File: config.mk
export PLATFORM = sky130hd
export DESIGN_NAME = sswirq_top
export DESIGN_NICKNAME = d
export VERILOG_FILES = /design/src/pkg/sswirq_pkg.sv /design/src/hw/sswirq_top.sv
export SDC_FILE = /design/constraint.sdc
export NUM_CORES = 1
export LEC_CHECK = 0
export BUFFER_PORTS_ARGS = -buffer_cell sky130_fd_sc_hd__buf_4
export CORE_ASPECT_RATIO = 2
export CORE_MARGIN = 2
export CORE_UTILIZATION = 47
export DETAILED_ROUTE_END_ITERATION = 8
export PLACE_DENSITY = 0.77
export SLEW_MARGIN = 20
export SYNTH_ARGS = -nofsm -noshare
export SYNTH_HDL_FRONTEND = slang
export SYNTH_SLANG_ARGS = --single-unit
File: constraint.sdc
create_clock -name aclk -period 1.9 [get_ports aclk]
set_input_delay 0.475 -clock aclk [delete_from_list [all_inputs] [get_ports aclk]]
set_output_delay 0.475 -clock aclk [all_outputs]
set_load 0.01 [all_outputs]
File: src/pkg/sswirq_pkg.sv
// Shared constants, field layouts and carrier types of the supply switch status and
// interrupt block. Assumes a 32-bit AXI4-Lite register bus and one core clock.
package sswirq_pkg;

  // Register indices; a register's byte address is four times its index.
  localparam logic [15:0] SSWIRQ_IDX_CONTROL = 16'h1c00;
  localparam logic [15:0] SSWIRQ_IDX_STATUS  = 16'h1c01;
  localparam logic [15:0] SSWIRQ_IDX_FLAGS   = 16'h1c02;
  localparam logic [15:0] SSWIRQ_IDX_ENABLES = 16'h1c03;
  localparam int          SSWIRQ_IDX_SHIFT   = 2;
  localparam int          SSWIRQ_MIN_ADDR_W  = 16;

  // Field positions of the supply switch status register.
  localparam int SSWIRQ_ST_ALWAYS_ON_GOOD = 5;
  localparam int SSWIRQ_ST_VBUS_GOOD      = 4;
  localparam int SSWIRQ_ST_RAILS_GOOD     = 2;
  localparam int SSWIRQ_ST_ABOVE_ALWAYS   = 1;
  localparam int SSWIRQ_ST_ABOVE_VBUS     = 0;

  // Field positions shared by the event flag and event enable registers.
  localparam int SSWIRQ_EV_TO_VBUS        = 5;
  localparam int SSWIRQ_EV_TO_ALWAYS_ON   = 4;
  localparam int SSWIRQ_EV_ALWAYS_LOST    = 3;
  localparam int SSWIRQ_EV_ALWAYS_ARRIVED = 2;
  localparam int SSWIRQ_EV_VBUS_LOST      = 1;
  localparam int SSWIRQ_EV_VBUS_ARRIVED   = 0;
  localparam int SSWIRQ_EV_W              = 6;

  // Control register field position (force the switch onto the VBUS-derived rail).
  localparam int SSWIRQ_CT_FORCE_VBUS = 0;

  // Reset values.
  localparam logic [SSWIRQ_EV_W-1:0] SSWIRQ_FLAGS_RST   = 6'h00;
  localparam logic [SSWIRQ_EV_W-1:0] SSWIRQ_ENABLES_RST = 6'h00;
  localparam logic                   SSWIRQ_FORCE_RST   = 1'h0;
  // Synchronised pin image at reset: only the rails-good indicator reads one.
  localparam logic [5:0]             SSWIRQ_PINS_RST    = 6'h04;

  // AXI4-Lite response codes.
  localparam logic [1:0] SSWIRQ_RESP_OKAY   = 2'h0;
  localparam logic [1:0] SSWIRQ_RESP_SLVERR = 2'h2;

  // Analog indicators arriving from the supply comparators and the switch sequencer.
  typedef struct packed {
    logic src_on_vbus;
    logic always_on_supply_good;
    logic vbus_supply_good;
    logic rails_good;
    logic switched_rail_above_always_on;
    logic switched_rail_above_vbus;
  } sswirq_supply_s;

  // Register selected by a bus address.
  typedef enum logic [2:0] {
    SSWIRQ_SEL_NONE    = 3'h0,
    SSWIRQ_SEL_CONTROL = 3'h1,
    SSWIRQ_SEL_STATUS  = 3'h3,
    SSWIRQ_SEL_FLAGS   = 3'h2,
    SSWIRQ_SEL_ENABLES = 3'h6
  } sswirq_sel_e;

  // Whole state of the block.
  typedef struct packed {
    sswirq_supply_s              sync1;
    sswirq_supply_s              sync2;
    sswirq_supply_s              prev;
    logic [SSWIRQ_EV_W-1:0]      flags;
    logic [SSWIRQ_EV_W-1:0]      enables;
    logic                        force_vbus;
    logic                        aw_held;
    logic [15:0]                 aw_index;
    logic                        aw_aligned;
    logic                        w_held;
    logic [7:0]                  w_byte0;
    logic                        w_lane0;
    logic                        bvalid;
    logic [1:0]                  bresp;
    logic                        rvalid;
    logic [31:0]                 rdata;
    logic [1:0]                  rresp;
  } sswirq_state_s;

endpackage

File: src/hw/sswirq_top.sv
// Supply switch status and event interrupt block with an AXI4-Lite register slave.
// Assumes the supply indicators are asynchronous comparator levels and that the
// switch sequencer obeys the force_vbus_source output.
//
// Functional notes
// RULE1: Status bit 5 shows always-on supply readiness.
// RULE2: Status bit 4 shows VBUS-derived supply readiness.
// RULE3: Status bit 2 shows rails good, resets one.
// RULE4: Status bit 1: switched rail above always-on.
// RULE5: Status bit 0: switched rail above VBUS.
// RULE6: Flag 5 on automatic change to VBUS.
// RULE7: Flag 5 also when force-VBUS bit asserted.
// RULE8: Flag 4 on automatic change to always-on.
// RULE9: Forced VBUS suppresses flag 4 on VBUS loss.
// RULE10: Flag 3 when always-on readiness falls.
// RULE11: Flag 2 when always-on readiness rises.
// RULE12: Flag 1 when VBUS readiness falls.
// RULE13: Flag 0 when VBUS readiness rises.
// RULE14: Flags clear by writing one; reset zero.
// RULE15: Per-event enable bits gate interrupt, reset zero.
// RULE16: Interrupt holds while enabled flag remains set.
// RULE17: Force bit runs switch from VBUS, no auto.
// RULE18: Events request wake without core clock.
// RULE19: Interrupt is OR of flags AND enables.
`timescale 1ns/10ps
`default_nettype none

module sswirq_top
  import sswirq_pkg::*;
#(
  parameter int AXI_ADDR_W = 16
) (
  // Clock and reset.
  input  wire logic                      aclk,
  input  wire logic                      aresetn,
  // AXI4-Lite write address channel.
  input  wire logic [AXI_ADDR_W-1:0]     s_axi_awaddr,
  input  wire logic [2:0]                s_axi_awprot,
  input  wire logic                      s_axi_awvalid,
  output logic                           s_axi_awready,
  // AXI4-Lite write data channel.
  input  wire logic [31:0]               s_axi_wdata,
  input  wire logic [3:0]                s_axi_wstrb,
  input  wire logic                      s_axi_wvalid,
  output logic                           s_axi_wready,
  // AXI4-Lite write response channel.
  output logic [1:0]                     s_axi_bresp,
  output logic                           s_axi_bvalid,
  input  wire logic                      s_axi_bready,
  // AXI4-Lite read address channel.
  input  wire logic [AXI_ADDR_W-1:0]     s_axi_araddr,
  input  wire logic [2:0]                s_axi_arprot,
  input  wire logic                      s_axi_arvalid,
  output logic                           s_axi_arready,
  // AXI4-Lite read data channel.
  output logic [31:0]                    s_axi_rdata,
  output logic [1:0]                     s_axi_rresp,
  output logic                           s_axi_rvalid,
  input  wire logic                      s_axi_rready,
  // Asynchronous supply indicators from the comparators and the switch sequencer.
  input  wire sswirq_pkg::sswirq_supply_s supply_pins,
  // Switch control and interrupt outputs.
  output logic                           force_vbus_source,
  output logic                           irq,
  output logic                           wake_req
);
  import sswirq_pkg::*;

  // The decoder below compares full 16-bit indices, so buses narrower than 16 bits are refused.
  if (AXI_ADDR_W < SSWIRQ_MIN_ADDR_W || AXI_ADDR_W > 32) begin : g_bad_addr_w
    $error("sswirq_top: AXI_ADDR_W must lie between 16 and 32");
  end

  // Maps a word index to the register it names.
  function automatic sswirq_sel_e decode_index(input logic [15:0] idx, input logic aligned);
    sswirq_sel_e sel;
    sel = SSWIRQ_SEL_NONE;
    if (aligned) begin
      unique case (idx)
        SSWIRQ_IDX_CONTROL: sel = SSWIRQ_SEL_CONTROL;
        SSWIRQ_IDX_STATUS:  sel = SSWIRQ_SEL_STATUS;
        SSWIRQ_IDX_FLAGS:   sel = SSWIRQ_SEL_FLAGS;
        SSWIRQ_IDX_ENABLES: sel = SSWIRQ_SEL_ENABLES;
        default:            sel = SSWIRQ_SEL_NONE;
      endcase
    end
    return sel;
  endfunction

  // Splits a byte address into its word index; upper bits beyond the index must be zero.
  function automatic logic [15:0] addr_index(input logic [AXI_ADDR_W-1:0] addr);
    logic [31:0] wide;
    wide = 32'h0000_0000;
    wide[AXI_ADDR_W-1:0] = addr;
    return wide[SSWIRQ_IDX_SHIFT +: 16];
  endfunction

  // True when the byte address is word aligned and has no bits above the index.
  function automatic logic addr_ok(input logic [AXI_ADDR_W-1:0] addr);
    logic [31:0] wide;
    wide = 32'h0000_0000;
    wide[AXI_ADDR_W-1:0] = addr;
    return (wide[SSWIRQ_IDX_SHIFT-1:0] == 2'h0) && (wide[31:SSWIRQ_IDX_SHIFT+16] == 14'h0000);
  endfunction

  // Assembles the read value of the supply switch status register.
  function automatic logic [31:0] status_word(input sswirq_supply_s s);
    logic [31:0] v;
    v = 32'h0000_0000;
    v[SSWIRQ_ST_ALWAYS_ON_GOOD] = s.always_on_supply_good;          // see RULE1
    v[SSWIRQ_ST_VBUS_GOOD]      = s.vbus_supply_good;               // see RULE2
    v[SSWIRQ_ST_RAILS_GOOD]     = s.rails_good;                     // see RULE3
    v[SSWIRQ_ST_ABOVE_ALWAYS]   = s.switched_rail_above_always_on;  // see RULE4
    v[SSWIRQ_ST_ABOVE_VBUS]     = s.switched_rail_above_vbus;       // see RULE5
    return v;
  endfunction

  sswirq_state_s cur_ff;
  sswirq_state_s nxt_ff;

  // Working values of the next-state process.
  logic [SSWIRQ_EV_W-1:0] ev_set;
  logic [SSWIRQ_EV_W-1:0] ev_clr;
  logic                   ao_rise;
  logic                   ao_fall;
  logic                   vb_rise;
  logic                   vb_fall;
  logic                   src_rise;
  logic                   src_fall;
  logic                   force_rise;
  logic                   do_write;
  sswirq_sel_e            wsel;
  sswirq_sel_e            rsel;
  logic [31:0]            rword;

  // Handshake outputs are combinational from state; one write and one read at a time.
  assign s_axi_awready = !cur_ff.aw_held && !cur_ff.bvalid;
  assign s_axi_wready  = !cur_ff.w_held && !cur_ff.bvalid;
  assign s_axi_arready = !cur_ff.rvalid;
  assign s_axi_bvalid  = cur_ff.bvalid;
  assign s_axi_bresp   = cur_ff.bresp;
  assign s_axi_rvalid  = cur_ff.rvalid;
  assign s_axi_rdata   = cur_ff.rdata;
  assign s_axi_rresp   = cur_ff.rresp;

  // The sequencer reads the force bit directly; it is a flop of the control register.
  assign force_vbus_source = cur_ff.force_vbus;  // see RULE17

  // A single level request: any flag whose enable is set keeps it high until cleared.
  assign irq = |(cur_ff.flags & cur_ff.enables);  // see RULE16 see RULE19

  // The wake request also looks at the raw pins against the settled image, so a supply
  // change asks for wake even while the core clock is stopped. It is glitch-prone by
  // nature and meant only for the power manager's asynchronous wake input.
  always_comb begin
    logic [SSWIRQ_EV_W-1:0] raw_change;
    raw_change = '0;
    raw_change[SSWIRQ_EV_ALWAYS_LOST]    = cur_ff.sync2.always_on_supply_good
                                           && !supply_pins.always_on_supply_good;
    raw_change[SSWIRQ_EV_ALWAYS_ARRIVED] = !cur_ff.sync2.always_on_supply_good
                                           && supply_pins.always_on_supply_good;
    raw_change[SSWIRQ_EV_VBUS_LOST]      = cur_ff.sync2.vbus_supply_good
                                           && !supply_pins.vbus_supply_good;
    raw_change[SSWIRQ_EV_VBUS_ARRIVED]   = !cur_ff.sync2.vbus_supply_good
                                           && supply_pins.vbus_supply_good;
    raw_change[SSWIRQ_EV_TO_VBUS]        = !cur_ff.sync2.src_on_vbus && supply_pins.src_on_vbus;
    raw_change[SSWIRQ_EV_TO_ALWAYS_ON]   = cur_ff.sync2.src_on_vbus && !supply_pins.src_on_vbus;
    wake_req = irq || |(raw_change & cur_ff.enables);  // see RULE18
  end

  // Edges of the settled indicators; the second synchroniser stage against its own past.
  assign ao_rise  = cur_ff.sync2.always_on_supply_good && !cur_ff.prev.always_on_supply_good;
  assign ao_fall  = !cur_ff.sync2.always_on_supply_good && cur_ff.prev.always_on_supply_good;
  assign vb_rise  = cur_ff.sync2.vbus_supply_good && !cur_ff.prev.vbus_supply_good;
  assign vb_fall  = !cur_ff.sync2.vbus_supply_good && cur_ff.prev.vbus_supply_good;
  assign src_rise = cur_ff.sync2.src_on_vbus && !cur_ff.prev.src_on_vbus;
  assign src_fall = !cur_ff.sync2.src_on_vbus && cur_ff.prev.src_on_vbus;

  // A write is performed once both address and data are held and no response is pending.
  assign do_write = cur_ff.aw_held && cur_ff.w_held && !cur_ff.bvalid;
  assign wsel     = decode_index(cur_ff.aw_index, cur_ff.aw_aligned);
  assign rsel     = decode_index(addr_index(s_axi_araddr), addr_ok(s_axi_araddr));

  // Rising force bit: software has just moved the switch onto VBUS.
  assign force_rise = do_write && (wsel == SSWIRQ_SEL_CONTROL) && cur_ff.w_lane0
                      && cur_ff.w_byte0[SSWIRQ_CT_FORCE_VBUS] && !cur_ff.force_vbus;

  // Event vector. Source changes count only when automatic; while the force bit is set the
  // sequencer holds VBUS, so a VBUS loss cannot be reported as a move to always-on.
  always_comb begin
    ev_set = '0;
    ev_set[SSWIRQ_EV_TO_VBUS]        = (src_rise && !cur_ff.force_vbus)  // see RULE6
                                       || force_rise;                    // see RULE7
    ev_set[SSWIRQ_EV_TO_ALWAYS_ON]   = src_fall && !cur_ff.force_vbus;   // see RULE8 see RULE9
    ev_set[SSWIRQ_EV_ALWAYS_LOST]    = ao_fall;                          // see RULE10
    ev_set[SSWIRQ_EV_ALWAYS_ARRIVED] = ao_rise;                          // see RULE11
    ev_set[SSWIRQ_EV_VBUS_LOST]      = vb_fall;                          // see RULE12
    ev_set[SSWIRQ_EV_VBUS_ARRIVED]   = vb_rise;                          // see RULE13
  end

  // Write-one-to-clear mask; only the low byte lane can touch the flags.
  always_comb begin
    ev_clr = '0;
    if (do_write && (wsel == SSWIRQ_SEL_FLAGS) && cur_ff.w_lane0) begin
      ev_clr = cur_ff.w_byte0[SSWIRQ_EV_W-1:0];  // see RULE14
    end
  end

  // Read multiplexer; reserved bits and unmapped addresses read as zero.
  always_comb begin
    rword = 32'h0000_0000;
    unique case (rsel)
      SSWIRQ_SEL_CONTROL: rword[SSWIRQ_CT_FORCE_VBUS] = cur_ff.force_vbus;
      SSWIRQ_SEL_STATUS:  rword = status_word(cur_ff.sync2);
      SSWIRQ_SEL_FLAGS:   rword[SSWIRQ_EV_W-1:0] = cur_ff.flags;
      SSWIRQ_SEL_ENABLES: rword[SSWIRQ_EV_W-1:0] = cur_ff.enables;
      SSWIRQ_SEL_NONE:    rword = 32'h0000_0000;
    endcase
  end

  // Next state of the whole block.
  always_comb begin
    nxt_ff = cur_ff;

    // Two-stage synchroniser on every pin, then the edge-detect history.
    nxt_ff.sync1 = supply_pins;
    nxt_ff.sync2 = cur_ff.sync1;
    nxt_ff.prev  = cur_ff.sync2;

    // A set in the same cycle as its clear wins, so no event is lost.
    nxt_ff.flags = (cur_ff.flags & ~ev_clr) | ev_set;  // see RULE14

    // Write address capture.
    if (s_axi_awvalid && s_axi_awready) begin
      nxt_ff.aw_held    = 1'h1;
      nxt_ff.aw_index   = addr_index(s_axi_awaddr);
      nxt_ff.aw_aligned = addr_ok(s_axi_awaddr);
    end

    // Write data capture; only the low byte carries any field.
    if (s_axi_wvalid && s_axi_wready) begin
      nxt_ff.w_held  = 1'h1;
      nxt_ff.w_byte0 = s_axi_wdata[7:0];
      nxt_ff.w_lane0 = s_axi_wstrb[0];
    end

    // Register update and write response.
    if (do_write) begin
      nxt_ff.aw_held = 1'h0;
      nxt_ff.w_held  = 1'h0;
      nxt_ff.bvalid  = 1'h1;
      nxt_ff.bresp   = SSWIRQ_RESP_OKAY;
      unique case (wsel)
        SSWIRQ_SEL_CONTROL: begin
          if (cur_ff.w_lane0) begin
            nxt_ff.force_vbus = cur_ff.w_byte0[SSWIRQ_CT_FORCE_VBUS];  // see RULE17
          end
        end
        SSWIRQ_SEL_ENABLES: begin
          if (cur_ff.w_lane0) begin
            nxt_ff.enables = cur_ff.w_byte0[SSWIRQ_EV_W-1:0];  // see RULE15
          end
        end
        SSWIRQ_SEL_STATUS, SSWIRQ_SEL_FLAGS: begin
          nxt_ff.bresp = SSWIRQ_RESP_OKAY;
        end
        SSWIRQ_SEL_NONE: begin
          nxt_ff.bresp = SSWIRQ_RESP_SLVERR;
        end
      endcase
    end else if (cur_ff.bvalid && s_axi_bready) begin
      nxt_ff.bvalid = 1'h0;
    end

    // Read: the data is captured at the address handshake and held until taken.
    if (s_axi_arvalid && s_axi_arready) begin
      nxt_ff.rvalid = 1'h1;
      nxt_ff.rdata  = rword;
      nxt_ff.rresp  = (rsel == SSWIRQ_SEL_NONE) ? SSWIRQ_RESP_SLVERR : SSWIRQ_RESP_OKAY;
    end else if (cur_ff.rvalid && s_axi_rready) begin
      nxt_ff.rvalid = 1'h0;
    end
  end

  // State register with synchronous reset.
  always_ff @(posedge aclk) begin
    if (!aresetn) begin
      cur_ff            <= '0;
      cur_ff.sync1      <= SSWIRQ_PINS_RST;
      cur_ff.sync2      <= SSWIRQ_PINS_RST;
      cur_ff.prev       <= SSWIRQ_PINS_RST;
      cur_ff.flags      <= SSWIRQ_FLAGS_RST;    // see RULE14
      cur_ff.enables    <= SSWIRQ_ENABLES_RST;  // see RULE15
      cur_ff.force_vbus <= SSWIRQ_FORCE_RST;
      cur_ff.bresp      <= SSWIRQ_RESP_OKAY;
      cur_ff.rresp      <= SSWIRQ_RESP_OKAY;
    end else begin
      cur_ff <= nxt_ff;
    end
  end

  // The protection bits carry no meaning for these registers.
  logic unused_prot;
  assign unused_prot = ^{s_axi_awprot, s_axi_arprot, s_axi_wdata[31:8], s_axi_wstrb[3:1]};

endmodule

`default_nettype wire

==> impl_metrics.toml, run 1 <==
[hold_path]
hold_path.class = "input pin to register"

[placement]
place_hpwl_um = 4890
pre_cts_slack_ns = -0.0146
placed_area_um2 = 3290
port_buffers = 67
gp_congestion = 0.833

[global_route]
first_global_vias = 2314
grt_max_degree = 28
grt_pass1_wl_um = 10500
antenna_found_initial = 0
track_usage = 0.211
grt-ovfl-total = 0

[synth]
synth_xor_area_frac = 0
synthAdderAreaFrac = 0
ys_types = 44
synth_top_family_by_area = "simple AND/OR/NAND/NOR gates"
synth_top_area_share = 0.435
synthSimpleGateAreaFrac = 0.247
syn_area_per_cell_um2 = 8.75
ys_seq_area_frac = 0.435
synth_seq_cells = 62
yosysWarningCount = 0
syn_inst = 326
synth_compound_area_frac = 0.136
synth_area_leader_cell = "dfxtp_1"
synth_area_um2 = 2850
synth.mux.area_fraction = 0.0483
synth_area_leaders = "dfxtp_1, buf_4, a21oi_1"

[timing]
final_hold_viol_count = 0
setup_viol = 1
finalMaxSlewViolations = 0
clock_skew_ns = 0.00504
max_freq_ghz = 0.486
setup_ws_ns = -0.157
rsz0062_at_grt = "yes"
holdWs_ns = 0.334
setup_tns_ns = -0.157
period_needed_ns = 2.06
min_period_over_period = 1.08

[worst_setup_path]
cp-end-kind = "output port"
crit_start = "cur_ff[67]"
crit_path_end = "wake_req"
start_kind = "register"
timing.rr.start = "cur_ff[51]"
cp.depth = 5
worst-path-buf-inv = 2
crit_top_cell = "buf_6"
cpMaxStageDelayCell = "or4_4"
worst-setup-path-type = "register to output port"
reg2regPathDepth = 5
slowest_delay_ns = 0.54
cp_max_fo = 2
crit_chain = "buf_6, nand3b_1, o21ai_1, or4_4, buf_6"
rr_endpoint = "cur_ff[68]"
critPathTopFamily = "simple AND/OR/NAND/NOR gates"
cp.required_ns = 1.42
critPathArrivalTime_ns = 1.58
reg2reg_setup_slack_ns = 0.30

[drt]
drt_wl_total_um = 6490
drt-pass1-iter-count = 5
viasPerCell = 5.24
via_count = 2425
ant_nets = 0
drc = 0
wl_per_cell_um = 14.0
drt_iter0_drc = 48

[outcome]
violations = "negative setup slack"
status = "finished, violations left"

[clock_network]
clock_latency_ns = 0.32
cts_root_buf = "clkbuf_16"
clock_tree.buffer_depth = 2
cts_buffers = 9
cts_tree = "yes"
clk_transition_reported_paths_ns = 0.05
hold_buffers = 0
cts.sinks = 62
ctsHtreeMaxLevel = 3

[final_layout]
final_area_um2 = 3640
area_delta_synth_final_pct = 27.6
fin_nets = 482
final_cell_mix = "buf_4, dfxtp_1, nand2_1"
final_common_cell = "buf_4"
drive_gt1_frac = 0.308
antenna_cells = 0

[floorplanning]
num_rows = 40
io_pins = 131
coreArea_um2 = 5960
start_util = 0.479
die_w_um = 59.1
die_h_um = 114
die_area_um2 = 6740

[run]
cap_violations = 0

[power]
powerDensity_nw_per_um2 = 892
total_power_mw = 3.25
leakagePower_nw = 1.57
irDropWorstVdd_v = 0.000576
cell usage after synthesis, drive strengths merged:
cell and instances:
nor2 14, nand2b 9, nor4bb 1, buf 41, o22ai 2, clkbuf 11, or4 1, nand4 8
clkinv 1, and2 16, a41oi 1, o21ai 12, a22o 4, a21oi 36, conb 1, dfxtp 62
a22oi 3, mux2 4, o21a 3, nor3 1, mux2i 7, o32ai 1, nand2 46, and4b 1
nor2b 4, mux4 1, nor4 3, a41o 2, or2 1, and2b 1, nand3 8, nand4b 1
and4 5, inv 7, or3 3, nand3b 3, nor3b 1
power by group:
part | switching [mW] | total, mW | internal (mW)
combinational | 0.166 | 0.333 | 0.167
clock | 0.515 | 1.50 | 0.989
sequential | 0.0453 | 1.41 | 1.36
total | 0.726 | 3.25 | 2.52
worst min path at each step:
stage,cells past startpoint,end,slack [ns],startpoint
2_1_floorplan,1,cur_ff[87],0.39,cur_ff[93]
4_1_cts,2,cur_ff[93],0.32,supply_pins[2]
3_5_place_dp,1,cur_ff[87],0.40,cur_ff[93]
6_report,2,cur_ff[93],0.33,supply_pins[2]
5_1_grt,2,cur_ff[93],0.33,supply_pins[2]
3_3_place_gp,1,cur_ff[87],0.39,cur_ff[93]
layer usage:
metal / vias up / GRT usage / wire length [um]
met1: 1118 / 0.182 / 2100
met3: 22 / 0.0633 / 327
met4: 0 / 0.127 / 307
met2: 92 / 0.397 / 3750
met5: - / 0 / 0
li1: 1193 / - / -
area by class of cell:
| type | instances | area (um^2) |
|---|---|---|
| Fill cell | 532 | 2320 |
| Tap cell | 63 | 78.8 |
| Clock buffer | 16 | 282 |
| Timing Repair Buffer | 83 | 638 |
| Inverter | 8 | 30.0 |
| Multi-Input combinational cell | 231 | 1360 |
| Sequential cell | 62 | 1250 |
logic make-up after synthesis:
| group | after synthesis |
|---|---|
| mux | 12 |
| other cells | 1 |
| buf+inv | 60 |
| compound gates | 64 |
| simple gates | 127 |
| flops | 62 |
stage by stage:
stage               instances   util
floorplan                 353      -
global placement          445  0.553
detailed placement        445  0.553
CTS                       463  0.610
global route              463  0.611
finish                    463  0.611
flip-flops by register name, summed over array words and instances, names as in the netlist:
signal / cells
s_axi_bresp: 1
s_axi_bvalid: 1
cur_ff: 51
s_axi_rdata: 6
force_vbus_source: 1
s_axi_rresp: 1
s_axi_rvalid: 1
repair_timing:
| item | 4_1_cts | 5_1_grt |
|---|---|---|
| setup buffers | 2 | 0 |
| setup endpoints to repair | 1 | 2 |
| resized for setup | 14 | 2 |
| pin swaps | 5 | 0 |
No activity file was read; power rests on OpenSTA's default activity.
==> inputs of run 2 (changes only) <==
--- a/config.mk
+++ b/config.mk
@@ -6,11 +6,13 @@
 export NUM_CORES = 1
 export LEC_CHECK = 0
 export BUFFER_PORTS_ARGS = -buffer_cell sky130_fd_sc_hd__buf_4
+export CELL_PAD_IN_SITES_DETAIL_PLACEMENT = 1
+export CELL_PAD_IN_SITES_GLOBAL_PLACEMENT = 1
 export CORE_ASPECT_RATIO = 2
 export CORE_MARGIN = 2
-export CORE_UTILIZATION = 47
+export CORE_UTILIZATION = 33
 export DETAILED_ROUTE_END_ITERATION = 8
-export PLACE_DENSITY = 0.77
+export PLACE_DENSITY = 0.76
 export SLEW_MARGIN = 20
 export SYNTH_ARGS = -nofsm -noshare
 export SYNTH_HDL_FRONTEND = slang
==> impl_metrics.toml, run 2 (same netlist as run 1, synthesis figures left out) <==
[worst_setup_path]
crit_chain = "buf_6, nand3b_1, o21ai_1, or4_4, buf_6"
cp.depth = 5
cp-end-kind = "output port"
start_kind = "register"
cp.required_ns = 1.42
reg2regPathDepth = 4
critPathTopFamily = "simple AND/OR/NAND/NOR gates"
timing.rr.start = "cur_ff[51]"
cpMaxStageDelayCell = "or4_4"
cp_max_fo = 2
crit_start = "cur_ff[67]"
critPathArrivalTime_ns = 1.63
worst-path-buf-inv = 2
crit_path_end = "wake_req"
reg2reg_setup_slack_ns = 0.09
crit_top_cell = "buf_6"
rr_endpoint = "cur_ff[77]"
worst-setup-path-type = "register to output port"
slowest_delay_ns = 0.55

[placement]
gp_congestion = 0.825
placed_area_um2 = 3330
place_hpwl_um = 5900
port_buffers = 67
place_inst = 481

[final_layout]
regMostFlops = "cur_ff"
finish.utilization = 0.430
fin_nets = 481
largest_reg_flops = 51
drive_gt1_frac = 0.321
final_area_um2 = 3670
layout.cells.non_filler = 499
area_delta_synth_final_pct = 28.6
final_common_cell = "buf_4"
antenna_cells = 0
final_cell_mix = "buf_4, dfxtp_1, nand2_1"

[clock_network]
ctsHtreeMaxLevel = 3
cts_root_buf = "clkbuf_16"
cts_tree = "yes"
cts_buffers = 9
clock_tree.buffer_depth = 2
cts.sinks = 62
hold_buffers = 0
clk_transition_reported_paths_ns = 0.06
clock_latency_ns = 0.33

[run]
cap_violations = 0

[timing]
setup_tns_ns = -0.204
period_needed_ns = 2.10
setup_ws_ns = -0.204
clock_skew_ns = 0.00487
setup_viol = 1
finalMaxSlewViolations = 0
min_period_over_period = 1.11
max_freq_ghz = 0.475
worstMarginPinSlew_ns = 0.620
final_hold_viol_count = 0
maxSlewHeadroom = 0.586
rsz0062_at_grt = "yes"

[outcome]
status = "finished, violations left"
violations = "negative setup slack"

[power]
total_power_mw = 3.24
leakagePower_nw = 1.54
irDropWorstVdd_v = 0.000620
powerDensity_nw_per_um2 = 884

[drt]
drt_wl_total_um = 7660
drc = 0
viasPerCell = 4.88
route.met3.wl_um = 400
ant_nets = 0
wl_met2_um = 4470
met1_length_um = 2430
via_count = 2437
top_layer = "met4"
drt-pass1-iter-count = 4
wl_per_cell_um = 15.3
drt_iter0_drc = 48

[global_route]
first_global_vias = 2542
grt_max_degree = 22
grt_pass1_wl_um = 12000
grt-ovfl-total = 0
antenna_found_initial = 0
track_usage = 0.168

[floorplanning]
die_area_um2 = 9450
io_pins = 131
die_w_um = 69.7
die_h_um = 135
start_util = 0.334
num_rows = 48
coreArea_um2 = 8530

[hold_path]
hold_path.class = "input pin to register"
run 2: cell types whose count changed in the layout (fill, tap and decap cells not counted), moves of 2 or more:
cell / previous run / this run
clkinvlp_4: 0 / 5
dfxtp_2: 4 / 6
clkbuf_1: 4 / 0
buf_6: 4 / 2
clkbuf_8: 3 / 0
o21ai_0: 11 / 9
o21ai_1: 1 / 3
dfxtp_1: 57 / 55
run 2: worst min-delay path by stage:
stage | end | start | slack, ns | cells past startpoint
floorplan | cur_ff[87] | cur_ff[93] | 0.39 | 1
global placement | cur_ff[87] | cur_ff[93] | 0.39 | 1
detailed placement | cur_ff[87] | cur_ff[93] | 0.40 | 1
CTS | cur_ff[93] | supply_pins[2] | 0.31 | 2
global route | cur_ff[93] | supply_pins[2] | 0.32 | 2
finish | cur_ff[93] | supply_pins[2] | 0.32 | 2
run 2: layout make-up:
class / count / area (um^2)
inverter: 8 / 30.0
clock buffer: 9 / 225
sequential: 62 / 1250
timing repair buffer: 82 / 623
tap: 100 / 125
clock inverter: 7 / 51.3
fill: 1020 / 4860
multi-input combinational: 231 / 1360
run 2: what timing repair did:
item                       4_1_cts  5_1_grt
setup endpoints to repair        1        1
resized for setup               14        4
pin swaps                        5        2
buffers inserted                 2        0
run 2: power by group:
group / internal [mW] / switching [mW] / total, mW / leakage [nW]
clock: 0.879 / 0.612 / 1.49 / 0.120
combinational: 0.168 / 0.171 / 0.339 / 0.912
sequential: 1.36 / 0.0480 / 1.41 / 0.511
total: 2.41 / 0.831 / 3.24 / 1.54
run 2: worst register-to-register path: stages, from the launching register on:
cell	delay, ns
dfxtp_1	0.31
or3_4	0.40
nor3_4	0.49
a41oi_2	0.28
o21a_1	0.22
run 2: metal layers:
metal,vias up,track usage
met4,0,0.109
li1,1188,-
met1,1133,0.136
met2,92,0.339
met5,-,0
met3,24,0.0454
run 2: stage by stage:
step / hold slack [ns] / setup WS [ns]
global placement: 0.392 / 0.0150
floorplan: 0.386 / 0.207
detailed placement: 0.400 / 0.0264
finish: 0.322 / -0.204
CTS: 0.312 / -0.207
global route: 0.318 / -0.250
